## config.mk

```make
export PLATFORM = sky130hd
export DESIGN_NAME = i2c_status_flag_logic
export DESIGN_NICKNAME = d
export VERILOG_FILES = /design/src/line_sync3.v /design/src/i2c_status_flag_logic.v
export VERILOG_INCLUDE_DIRS = /design/src /design/src/src
export SDC_FILE = /design/constraint.sdc
export NUM_CORES = 1
export LEC_CHECK = 0
export BUFFER_PORTS_ARGS = -buffer_cell sky130_fd_sc_hd__buf_2
export CAP_MARGIN = 20
export CORE_ASPECT_RATIO = 0.6
export CORE_MARGIN = 2
export CORE_UTILIZATION = 30
export CTS_BUF_LIST = sky130_fd_sc_hd__clkbuf_16
export CTS_CLUSTER_SIZE = 25
export DETAILED_ROUTE_END_ITERATION = 10
export HOLD_SLACK_MARGIN = 0.12
export SETUP_SLACK_MARGIN = 0.2
export SLEW_MARGIN = 5
export SYNTH_ARGS = -nofsm -noshare
export SYNTH_HDL_FRONTEND = slang
export SYNTH_HIERARCHICAL = 1
export SYNTH_SLANG_ARGS = --single-unit
export TNS_END_PERCENT = 5
```

## constraint.sdc

```tcl
create_clock -name clk_i -period 4 [get_ports clk_i]
set_input_delay 0.4 -clock clk_i [delete_from_list [all_inputs] [get_ports clk_i]]
set_output_delay 0.4 -clock clk_i [all_outputs]
set_load 0.005 [all_outputs]
```

## src/i2c_flag_defines.vh

```
// Purpose: constants shared by the two-wire status flag logic
// Assumes: registers one byte each, one aligned word per register
// Notes:   offsets are word indices, byte address bits [7:2] on the register bus
`ifndef I2C_FLAG_DEFINES_VH
`define I2C_FLAG_DEFINES_VH

// register word index, taken from adr[7:2]
`define REG_IDX_W         6
`define REG_CTRL          6'h00
`define REG_STATUS_ONE    6'h01
`define REG_STATUS_TWO    6'h02
`define REG_DATA          6'h03

// control register fields
`define CTRL_IRQ_EN       0
`define CTRL_STOP         1
`define CTRL_ACK_EN       2
`define CTRL_START        3
`define CTRL_GCALL_EN     4
`define CTRL_IFACE_EN     5
`define CTRL_RESET        8'h00
`define CTRL_WMASK        8'h3f

// status one fields
`define S1_START_SENT     0
`define S1_ROLE           1
`define S1_ADDR_MATCH     2
`define S1_BYTE_DONE      3
`define S1_BUSY           4
`define S1_DIR_TX         5
`define S1_HEADER_SENT    6
`define S1_EVENT          7

// status two fields
`define S2_BUS_FAULT      1
`define S2_ARB_LOST       2
`define S2_STOP_SEEN      3
`define S2_ACK_MISSING    4

`define BYTE_ZERO         8'h00
`define WORD_ZERO         32'h0000_0000
`define PAD_ZERO          24'h00_0000

`endif

```

## src/line_sync3.v

```verilog
// Purpose: three-stage synchroniser with agreement filter for a bus line
// Assumes: line idles high
// Notes:   output follows only when stages two and three agree
`timescale 1ns/100ps

module line_sync3
(
  input  wire clk_i,
  input  wire rst_i,
  input  wire line_i,
  output reg  level_o
);

  reg stage1;
  reg stage2;
  reg stage3;

  always @(posedge clk_i)
  begin
    if (rst_i)
    begin
      stage1  <= 1'b1;
      stage2  <= 1'b1;
      stage3  <= 1'b1;
      level_o <= 1'b1;
    end
    else
    begin
      stage1 <= line_i;
      stage2 <= stage1;
      stage3 <= stage2;
      // stage1 feeds stage2 only; filter looks at later stages
      if (stage2 == stage3)
        level_o <= stage3;
    end
  end

endmodule

```

## src/i2c_status_flag_logic.v

```verilog
// Purpose: status flag logic of a two-wire serial bus interface
// Assumes: byte engine on clk_i reports byte, address and start events
// Notes:   wishbone classic slave; ack one cycle after the request
//
// Summary of operation
// - event flag set as soon as event occurs
// - event flag is OR of all event sources
// - error events clear on status two read
// - disable clears all flags except busy
// - header flag set after 10-bit header sent
// - header clears by status two read, data write
// - direction shows transmit, clears with byte done
// - direction clears on stop, arbitration loss, disable
// - busy set on start, cleared on stop
// - busy cleared on bus fault
// - busy frozen while interface disabled
// - byte done set on completed byte, interrupts
// - transmit byte done after ack clock pulse
// - receive byte done after driven ack, if enabled
// - byte done clears by status read, data access
// - clock held low while byte done
// - address match flag set, cleared on read
// - clock held low while address matched
// - role set on start request, cleared on stop
// - start sent flag set after start generated
// - start sent clears by status read, data write
// - one interrupt, gated by enable and mask
// - disable resets control except stop, releases bus
`timescale 1ns/100ps
`include "i2c_flag_defines.vh"

module i2c_status_flag_logic
(
  input  wire        clk_i,
  input  wire        rst_i,
  // wishbone classic slave
  input  wire        wb_cyc_i,
  input  wire        wb_stb_i,
  input  wire        wb_we_i,
  input  wire [7:0]  wb_adr_i,
  input  wire [3:0]  wb_sel_i,
  input  wire [31:0] wb_dat_i,
  output reg  [31:0] wb_dat_o,
  output reg         wb_ack_o,
  // bus lines
  input  wire        scl_i,
  input  wire        sda_i,
  output reg         scl_o,
  output reg         scl_oe_o,
  // byte engine events, one-cycle pulses on clk_i
  input  wire        byte_tx_acked_i,
  input  wire        byte_rx_acked_i,
  input  wire        header_tx_i,
  input  wire        addr_match_i,
  input  wire        start_done_i,
  input  wire        stop_done_i,
  input  wire        ack_missing_i,
  input  wire        arb_lost_i,
  input  wire        misplaced_i,
  input  wire [7:0]  rx_byte_i,
  input  wire        global_mask_i,
  // to byte engine
  output reg  [7:0]  tx_byte_o,
  output reg         tx_load_o,
  output reg         rx_taken_o,
  output reg         start_req_o,
  output reg         stop_req_o,
  output reg         ack_enable_o,
  output reg         gcall_enable_o,
  output reg         iface_enable_o,
  output reg         irq_o
);

  reg  [7:0] ctrl;
  reg        event_pending;
  reg        header_sent;
  reg        direction_transmit;
  reg        bus_busy;
  reg        byte_done;
  reg        addr_matched;
  reg        controller_role;
  reg        start_sent;
  reg        ack_missing;
  reg        stop_seen;
  reg        arb_lost;
  reg        bus_fault;
  reg        one_read_seen;
  reg        two_read_seen;
  reg        scl_prev;
  reg        sda_prev;

  wire       scl_level;
  wire       sda_level;

  line_sync3 u_scl_sync
  (
    .clk_i   (clk_i),
    .rst_i   (rst_i),
    .line_i  (scl_i),
    .level_o (scl_level)
  );

  line_sync3 u_sda_sync
  (
    .clk_i   (clk_i),
    .rst_i   (rst_i),
    .line_i  (sda_i),
    .level_o (sda_level)
  );

  // start: data falls while clock high; stop: data rises while clock high
  wire start_det = scl_level & scl_prev & sda_prev & ~sda_level;
  wire stop_det  = scl_level & scl_prev & ~sda_prev & sda_level;

  wire enable    = ctrl[`CTRL_IFACE_EN];

  // bus access decode
  wire                  req     = wb_cyc_i & wb_stb_i & ~wb_ack_o;
  wire [`REG_IDX_W-1:0] idx     = wb_adr_i[7:2];
  wire                  lane0   = wb_sel_i[0];
  wire                  wr      = req & wb_we_i & lane0;
  wire                  rd      = req & ~wb_we_i;
  wire                  ctrl_wr = wr & (idx == `REG_CTRL);
  wire                  one_rd  = rd & (idx == `REG_STATUS_ONE);
  wire                  two_rd  = rd & (idx == `REG_STATUS_TWO);
  wire                  data_wr = wr & (idx == `REG_DATA);
  wire                  data_rd = rd & (idx == `REG_DATA);

  // event qualification
  wire ev_tx     = enable & byte_tx_acked_i;
  wire ev_rx     = enable & byte_rx_acked_i & ctrl[`CTRL_ACK_EN];
  wire ev_hdr    = enable & header_tx_i & controller_role;
  wire ev_match  = enable & addr_match_i;
  wire ev_start  = enable & start_done_i & ctrl[`CTRL_START];
  wire ev_nack   = enable & ack_missing_i;
  wire ev_stop   = enable & stop_det;
  wire ev_arb    = enable & arb_lost_i;
  wire ev_fault  = enable & misplaced_i;

  wire byte_clear = one_read_seen &
                    (direction_transmit ? data_wr : data_rd);

  reg  [7:0] next_ctrl;
  reg        next_header_sent;
  reg        next_direction_transmit;
  reg        next_bus_busy;
  reg        next_byte_done;
  reg        next_addr_matched;
  reg        next_controller_role;
  reg        next_start_sent;
  reg        next_ack_missing;
  reg        next_stop_seen;
  reg        next_arb_lost;
  reg        next_bus_fault;
  reg        next_event_pending;
  reg [31:0] next_rdata;

  always @*
  begin
    // control register
    next_ctrl = ctrl;
    if (ctrl_wr)
      next_ctrl = wb_dat_i[7:0] & `CTRL_WMASK;
    if (ev_start)
      next_ctrl[`CTRL_START] = 1'b0;
    if (stop_done_i & controller_role)
      next_ctrl[`CTRL_STOP] = 1'b0;
    if (!next_ctrl[`CTRL_IFACE_EN])
    begin
      // stop bit survives a disable
      next_ctrl = `CTRL_RESET;
      next_ctrl[`CTRL_STOP] = ctrl_wr ? wb_dat_i[`CTRL_STOP]
                                      : ctrl[`CTRL_STOP];
    end

    // status one: clears first, sets after so a set wins
    next_header_sent = header_sent;
    if (data_wr & two_read_seen)
      next_header_sent = 1'b0;
    if (ev_hdr)
      next_header_sent = 1'b1;

    next_byte_done = byte_done;
    if (byte_clear)
      next_byte_done = 1'b0;
    if (ev_tx | ev_rx)
      next_byte_done = 1'b1;

    next_direction_transmit = direction_transmit;
    if (byte_clear | ev_stop | ev_arb)
      next_direction_transmit = 1'b0;
    if (ev_tx)
      next_direction_transmit = 1'b1;
    else if (ev_rx)
      next_direction_transmit = 1'b0;

    next_addr_matched = addr_matched;
    if (one_rd)
      next_addr_matched = 1'b0;
    if (ev_match)
      next_addr_matched = 1'b1;

    next_controller_role = controller_role;
    if (ev_stop | ev_arb)
      next_controller_role = 1'b0;
    if (ctrl_wr & wb_dat_i[`CTRL_START] & enable)
      next_controller_role = 1'b1;

    next_start_sent = start_sent;
    if (data_wr & one_read_seen)
      next_start_sent = 1'b0;
    if (ev_start)
      next_start_sent = 1'b1;

    // busy tracks the bus only while enabled
    next_bus_busy = bus_busy;
    if (enable)
    begin
      if (stop_det | misplaced_i)
        next_bus_busy = 1'b0;
      if (start_det)
        next_bus_busy = 1'b1;
    end

    // status two error flags, cleared by reading status two
    next_ack_missing = ack_missing;
    next_stop_seen   = stop_seen;
    next_arb_lost    = arb_lost;
    next_bus_fault   = bus_fault;
    if (two_rd)
    begin
      next_ack_missing = 1'b0;
      next_stop_seen   = 1'b0;
      next_arb_lost    = 1'b0;
      next_bus_fault   = 1'b0;
    end
    if (ev_nack)
      next_ack_missing = 1'b1;
    if (ev_stop & ~controller_role & ctrl[`CTRL_ACK_EN])
      next_stop_seen = 1'b1;
    if (ev_arb)
      next_arb_lost = 1'b1;
    if (ev_fault)
      next_bus_fault = 1'b1;

    if (!next_ctrl[`CTRL_IFACE_EN])
    begin
      next_header_sent        = 1'b0;
      next_byte_done          = 1'b0;
      next_direction_transmit = 1'b0;
      next_addr_matched       = 1'b0;
      next_controller_role    = 1'b0;
      next_start_sent         = 1'b0;
      next_ack_missing        = 1'b0;
      next_stop_seen          = 1'b0;
      next_arb_lost           = 1'b0;
      next_bus_fault          = 1'b0;
    end

    next_event_pending = next_byte_done | next_addr_matched |
                         next_start_sent | next_ack_missing |
                         next_stop_seen | next_arb_lost |
                         next_bus_fault | next_header_sent;

    // read data, sampled before the clears of this access
    next_rdata = `WORD_ZERO;
    case (idx)
      `REG_CTRL:
        next_rdata = {`PAD_ZERO, ctrl};
      `REG_STATUS_ONE:
        next_rdata = {`PAD_ZERO, event_pending, header_sent,
                      direction_transmit, bus_busy, byte_done,
                      addr_matched, controller_role, start_sent};
      `REG_STATUS_TWO:
        next_rdata = {`PAD_ZERO, 3'b000, ack_missing, stop_seen,
                      arb_lost, bus_fault, 1'b0};
      `REG_DATA:
        next_rdata = {`PAD_ZERO, rx_byte_i};
      default:
        next_rdata = `WORD_ZERO;
    endcase
  end

  always @(posedge clk_i)
  begin
    if (rst_i)
    begin
      ctrl               <= `CTRL_RESET;
      event_pending      <= 1'b0;
      header_sent        <= 1'b0;
      direction_transmit <= 1'b0;
      bus_busy           <= 1'b0;
      byte_done          <= 1'b0;
      addr_matched       <= 1'b0;
      controller_role    <= 1'b0;
      start_sent         <= 1'b0;
      ack_missing        <= 1'b0;
      stop_seen          <= 1'b0;
      arb_lost           <= 1'b0;
      bus_fault          <= 1'b0;
      one_read_seen      <= 1'b0;
      two_read_seen      <= 1'b0;
      scl_prev           <= 1'b1;
      sda_prev           <= 1'b1;
      wb_ack_o           <= 1'b0;
      wb_dat_o           <= `WORD_ZERO;
      scl_o              <= 1'b0;
      scl_oe_o           <= 1'b0;
      tx_byte_o          <= `BYTE_ZERO;
      tx_load_o          <= 1'b0;
      rx_taken_o         <= 1'b0;
      start_req_o        <= 1'b0;
      stop_req_o         <= 1'b0;
      ack_enable_o       <= 1'b0;
      gcall_enable_o     <= 1'b0;
      iface_enable_o     <= 1'b0;
      irq_o              <= 1'b0;
    end
    else
    begin
      ctrl               <= next_ctrl;
      event_pending      <= next_event_pending;
      header_sent        <= next_header_sent;
      direction_transmit <= next_direction_transmit;
      bus_busy           <= next_bus_busy;
      byte_done          <= next_byte_done;
      addr_matched       <= next_addr_matched;
      controller_role    <= next_controller_role;
      start_sent         <= next_start_sent;
      ack_missing        <= next_ack_missing;
      stop_seen          <= next_stop_seen;
      arb_lost           <= next_arb_lost;
      bus_fault          <= next_bus_fault;
      scl_prev           <= scl_level;
      sda_prev           <= sda_level;

      // clear sequences need the status read first, then a data access
      if (data_wr | data_rd | !next_ctrl[`CTRL_IFACE_EN])
        one_read_seen <= 1'b0;
      else if (one_rd)
        one_read_seen <= 1'b1;
      if (data_wr | data_rd | !next_ctrl[`CTRL_IFACE_EN])
        two_read_seen <= 1'b0;
      else if (two_rd)
        two_read_seen <= 1'b1;

      wb_ack_o <= req;
      if (rd)
        wb_dat_o <= next_rdata;

      if (data_wr)
        tx_byte_o <= wb_dat_i[7:0];
      tx_load_o  <= data_wr;
      rx_taken_o <= data_rd;

      // stretch while software owes an answer; released when disabled
      scl_o    <= 1'b0;
      scl_oe_o <= next_ctrl[`CTRL_IFACE_EN] &
                  (next_byte_done | next_addr_matched |
                   next_start_sent | next_header_sent);

      start_req_o    <= next_ctrl[`CTRL_START];
      stop_req_o     <= next_ctrl[`CTRL_STOP];
      ack_enable_o   <= next_ctrl[`CTRL_ACK_EN];
      gcall_enable_o <= next_ctrl[`CTRL_GCALL_EN];
      iface_enable_o <= next_ctrl[`CTRL_IFACE_EN];

      // single vector for all events
      irq_o <= next_event_pending & next_ctrl[`CTRL_IRQ_EN] &
               ~global_mask_i;
    end
  end

endmodule

```

* Word level (Yosys, flattened, before mapping)
Cells that the tools add are included.
** Storage, ports and cells
- Register bits after elaboration :: 80
- Latch bits :: 0
- Memory bits (writable) :: 0
- ROM bits :: 0
- Output and inout bits :: 51
- Word-level logic and storage cells :: 148
- Memories :: 0
** Cells by class
- Add/sub/neg operators :: 0
- Multipliers :: 0
- Divide/modulo/power cells :: 0
- Magnitude comparators :: 0
- Eq/ne operators :: 5
- Shifts and indexed selects :: 0
- Multiplexer cells :: 38
- Bitwise operators :: 60
- Reductions and logical operators :: 8
** Operator list (number)
- $and A1 B1 Y1 :: 38
- $mux W1 :: 35
- $pmux W8 S4 :: 1
- $or A1 B1 Y1 :: 15
- $eq A6 B2 Y1 const B :: 2
- $mux W6 :: 2
- $not A1 Y1 :: 7
- $eq A6 B1 Y1 const B :: 1
- $logic_not A6 Y1 :: 1
- $reduce_bool A2 Y1 :: 2
- $reduce_or A2 Y1 :: 2
- $reduce_bool A3 Y1 :: 1
- $eq A1 B1 Y1 :: 2
- $reduce_and A2 Y1 :: 1
- $logic_not A1 Y1 :: 1

* Depth between registers and ports, before layout
- Depth in word-level cells :: 19
- Depth in mapped cells :: 9
- Depth with buffers taken out :: 5

* Modules after synthesis
Netlist, hierarchy kept.
** Modules (own cells, without submodules)
- i2c_status_flag_logic :: instances 1, cells each 237, area an instance 2063.2 um^2, seq. area each 860.8 um^2
- line_sync3 :: instances 2, cells each 10, area an instance 115.1 um^2, seq. area each 80.1 um^2

* Worst setup path before layout
OpenSTA, ideal clock, no wires.
- Path kind :: input port to flip-flop
- From :: input port wb_adr_i[5]
- To :: register direction_transmit
- Data arrival time :: 2.386 ns
- Path slack :: 1.544 ns
- Cell stages on the path :: 9
- Cells stage by stage :: or4_1 > buf_2 > or4b_1 > buf_2 > mux2i_1 > or2_1 > buf_4 > buf_6 > a21oi_1
** Between the ends
- Longest elaborated chain between the ends :: 7
- Elaborated cells on any way between the ends :: 14
- Classes of those cells :: eq/ne: 1; mux: 3; bitwise: 7; reduce/logical: 3
** Ends and longest elaborated chain
- from (decl) :: line i2c_status_flag_logic.v:40 : input wire [7:0] wb_adr_i,
- $eq A6 B2 Y1
- $and A1 B1 Y1, on equally long branches :: line i2c_status_flag_logic.v:127, i2c_status_flag_logic.v:126
- $mux W1 :: line i2c_status_flag_logic.v:141 : (direction_transmit ? data_wr : data_rd);
- $and A1 B1 Y1 :: line i2c_status_flag_logic.v:140 : wire byte_clear = one_read_seen &
- $or A1 B1 Y1 (2 in a row) :: line i2c_status_flag_logic.v:190 : if (byte_clear | ev_stop | ev_arb)
- $reduce_bool A3 Y1 (no source line)
- to (signal assigned) :: line i2c_status_flag_logic.v:324 : direction_transmit <= next_direction_transmit;
- to (decl) :: line i2c_status_flag_logic.v:77 : reg direction_transmit;
Several ways; a longest one is shown, not always the timed one.
A chain may end at the register's enable or synchronous reset.

* Final worst setup path
- From :: input port wb_adr_i[5]
- To :: register event_pending
** Between the ends
- Longest elaborated chain between the ends :: 14
- Elaborated cells on any way between the ends :: 46
- Classes of those cells :: eq/ne: 3; mux: 27; bitwise: 15; reduce/logical: 1
** Ends and longest elaborated chain
- $eq A6 B2 Y1
- $and A1 B1 Y1, on equally long branches :: line i2c_status_flag_logic.v:127, i2c_status_flag_logic.v:126
- $mux W1 :: line i2c_status_flag_logic.v:141
- $and A1 B1 Y1 :: line i2c_status_flag_logic.v:140
- $mux W1 :: line i2c_status_flag_logic.v:184 : if (byte_clear)
- $mux W1 :: line i2c_status_flag_logic.v:186 : if (ev_tx | ev_rx)
- $mux W1 :: line i2c_status_flag_logic.v:246 : if (!next_ctrl[`CTRL_IFACE_EN])
- $or A1 B1 Y1 (2 in a row) :: line i2c_status_flag_logic.v:260 : next_event_pending = next_byte_done | next_addr_matched |
- $or A1 B1 Y1 (2 in a row) :: line i2c_status_flag_logic.v:261 : next_start_sent | next_ack_missing |
- $or A1 B1 Y1 (2 in a row) :: line i2c_status_flag_logic.v:262 : next_stop_seen | next_arb_lost |
- $or A1 B1 Y1 * :: line i2c_status_flag_logic.v:263 : next_bus_fault | next_header_sent;
- to (signal assigned) :: line i2c_status_flag_logic.v:322 : event_pending <= next_event_pending;
- to (decl) :: line i2c_status_flag_logic.v:75 : reg event_pending;
Every way passes the cells marked *; elsewhere a longest branch is shown, timed or not.

==> results.toml <==
[outcome]
status = "complete, no violations"

[floorplan]
die_width_um = 117
start_util_pct = 31.3
fp-row-count = 24
die_area_mm2 = 0.00838
core_mm2 = 0.00733
io_pins = 120
fp.dieH_um = 71.7

[finish]
drive_gt1_share_pct = 26.9
most-common-layout-cells = "65 x buf_2, 51 x dfxtp_1, 32 x nor2_1, 28 x nand2_1, 25 x conb_1"
fin_util_pct = 37.4
top_regs = "tx_byte_o (8), wb_dat_o (8), ctrl (5)"
synthToLayoutAreaGrowth_pct = 19.5
n_antenna_cell = 0
fin_area_mm2 = 0.00274
nets = 384
final_common_cell = "buf_2"

[sta]
period_share_pct = 68.7
rsz0062_at_grt = "false"
finClkSkew_ps = 5.10
hold_slack_ps = 273
finalSetupViolations = 0
final-hold-violation-count = 0
slew_viol_final = 0
slew_headroom_pct = 45.1
max_freq_ghz = 0.364
setup_tns_ps = 0
finalWorstSetupSlack_ps = 1250
worst_pin_slew_ps = 816
min_period_ps = 2750

[detailed_routing]
drt-pass1-iter-count = 4
wl_um = 6090
drt_iter0_markers = 127
via_per_inst = 4.64
ant_nets = 0
route.vias.total = 1949
wl_per_cell_um = 14.5
remaining_drc_errors = 0

[synth]
synth_edf_count = 0
ys_ff_latch = 51
yosysSeqAreaShare_pct = 44.5
synth.distinct_cells = 43
ys_dominant_reg_cell = "dfxtp_1"
ys_warn_count = 6
async_reset_ff_share_pct = 0
synth_area_per_cell_um2 = 8.92
syn_area_mm2 = 0.00229
postSynthCellCount = 257

[cts]
cts_resized = 0
postCtsHoldBufs = 0
cts_inserted_buffers = 5
cts.reportedPaths.clkPinSlew_ps = 70
cts_tree = "built"
insertion_delay_ps = 290
clk_path_buf_depth = 2
cts_setup_buffers = 0
cts_sinks = 51
h-tree-depth = 2
cts-root-buf = "clkbuf_16"

[power]
leakagePower_uw = 0.00114
p_per_area_mw_per_mm2 = 368
worst_ir_drop_vdd_uv = 179

[worst_setup_path]
critical_path_class = "in -> reg"
crit_path_end_kind = "register"
critPathArrivalTime_ps = 2880
start_kind = "input port"
rr_startpoint = "wb_ack_o"
path_max_fanout = 18
critPathRequiredTime_ps = 4130
ff2ff_setup_slack_ps = 1420
r2r_cells = 5
startpoint = "wb_adr_i[5]"
worst_r2r_endpoint = "event_pending"

[hold_path]
hold_class = "in -> reg"
holdPathStages = 2
min_to = "irq_o"
worstHoldStart = "global_mask_i"

[placement]
post-place-ws_ps = 967
io_buffers = 65
place.detailed.hpwl_um = 4660
place_congestion = 0.853
place_area_mm2 = 0.00259

[global_routing]
gr-total-overflow = 0
grt_pass1_vias = 1805
grt_usage_pct = 14.7
antenna_found_initial = 0
grt_max_degree = 35
grt_pass1_wl_um = 9380

[job]
max-cap-violations = 0
## critical path, cell delays in order
cell and delay [ps]:
buf_2 100, or4_1 680, or4b_1 730, mux2i_1 260
or2_1 560, a21oi_1 140
## layout make-up
type                    instances  area [µm²]
clock buffers                   5         125
clock inverters                 3        22.5
fillers                       785        4590
inverters                       4        15.0
multi-input cells             187        1090
flip-flops and latches         51        1020
well taps                     104         130
repair buffers                 66         333
## worst max path at each step
stage / to / slack, ps / cells past startpoint
2_1_floorplan: direction_transmit / 1540 / 9
3_3_place_gp: event_pending / 990 / 6
3_5_place_dp: ctrl[3] / 970 / 6
4_1_cts: event_pending / 1270 / 6
5_1_grt: ctrl[3] / 1130 / 6
6_report: event_pending / 1250 / 6
## metrics by stage
step                      total power, µW  std cells
after detailed placement              586        412
after floorplan                       573        281
after CTS                            1020        420
after global routing                 1050        420
final                                1010        420
after global placement                585        412
## where the power goes
group | leakage [µW] | total, µW | switching (µW) | internal, µW
Combinational | 0.000658 | 61.3 | 36.3 | 25.0
Clock | 0.0000746 | 433 | 197 | 236
Sequential | 0.000412 | 513 | 1.79 | 511
Total | 0.00114 | 1010 | 235 | 772
## logic make-up after synthesis
group | count (synthesis) | synth area share [%]
multiplexers | 11 | 7.04
AND/OR/NAND/NOR | 100 | 22.1
buffers and inverters | 43 | 11.7
AO/OA/AOI/OAI | 51 | 14.5
flip-flops | 51 | 44.5
other | 1 | 0.164
## routing by layer
| layer | vias to the layer above | global-route usage (%) | part of all wire [%] |
|---|---|---|---|
| met1 | 906 | 22.5 | 51 |
| met2 | 83 | 19.7 | 38 |
| met4 | 0 | 4.31 | 0.72 |
| met3 | 4 | 4.40 | 10 |
| met5 | - | 0 | 0 |
| li1 | 956 | - | - |
## cell usage after synthesis, drive strengths merged, types with 3 or more instances
cell type,number,area [µm²]
nor2b,4,25.0
a21oi,20,100
buf,29,216
clkbuf,10,37.5
inv,4,15.0
a22oi,9,67.6
nor3,5,25.0
nor2,32,120
nand2,28,105
mux4,4,90.1
o21bai,3,22.5
or2,10,62.6
nand3,5,25.0
o21ai,7,35.0
nor4,3,40.0
dfxtp,51,1020
mux2i,6,60.1
Power figures use the tool's default switching activity.
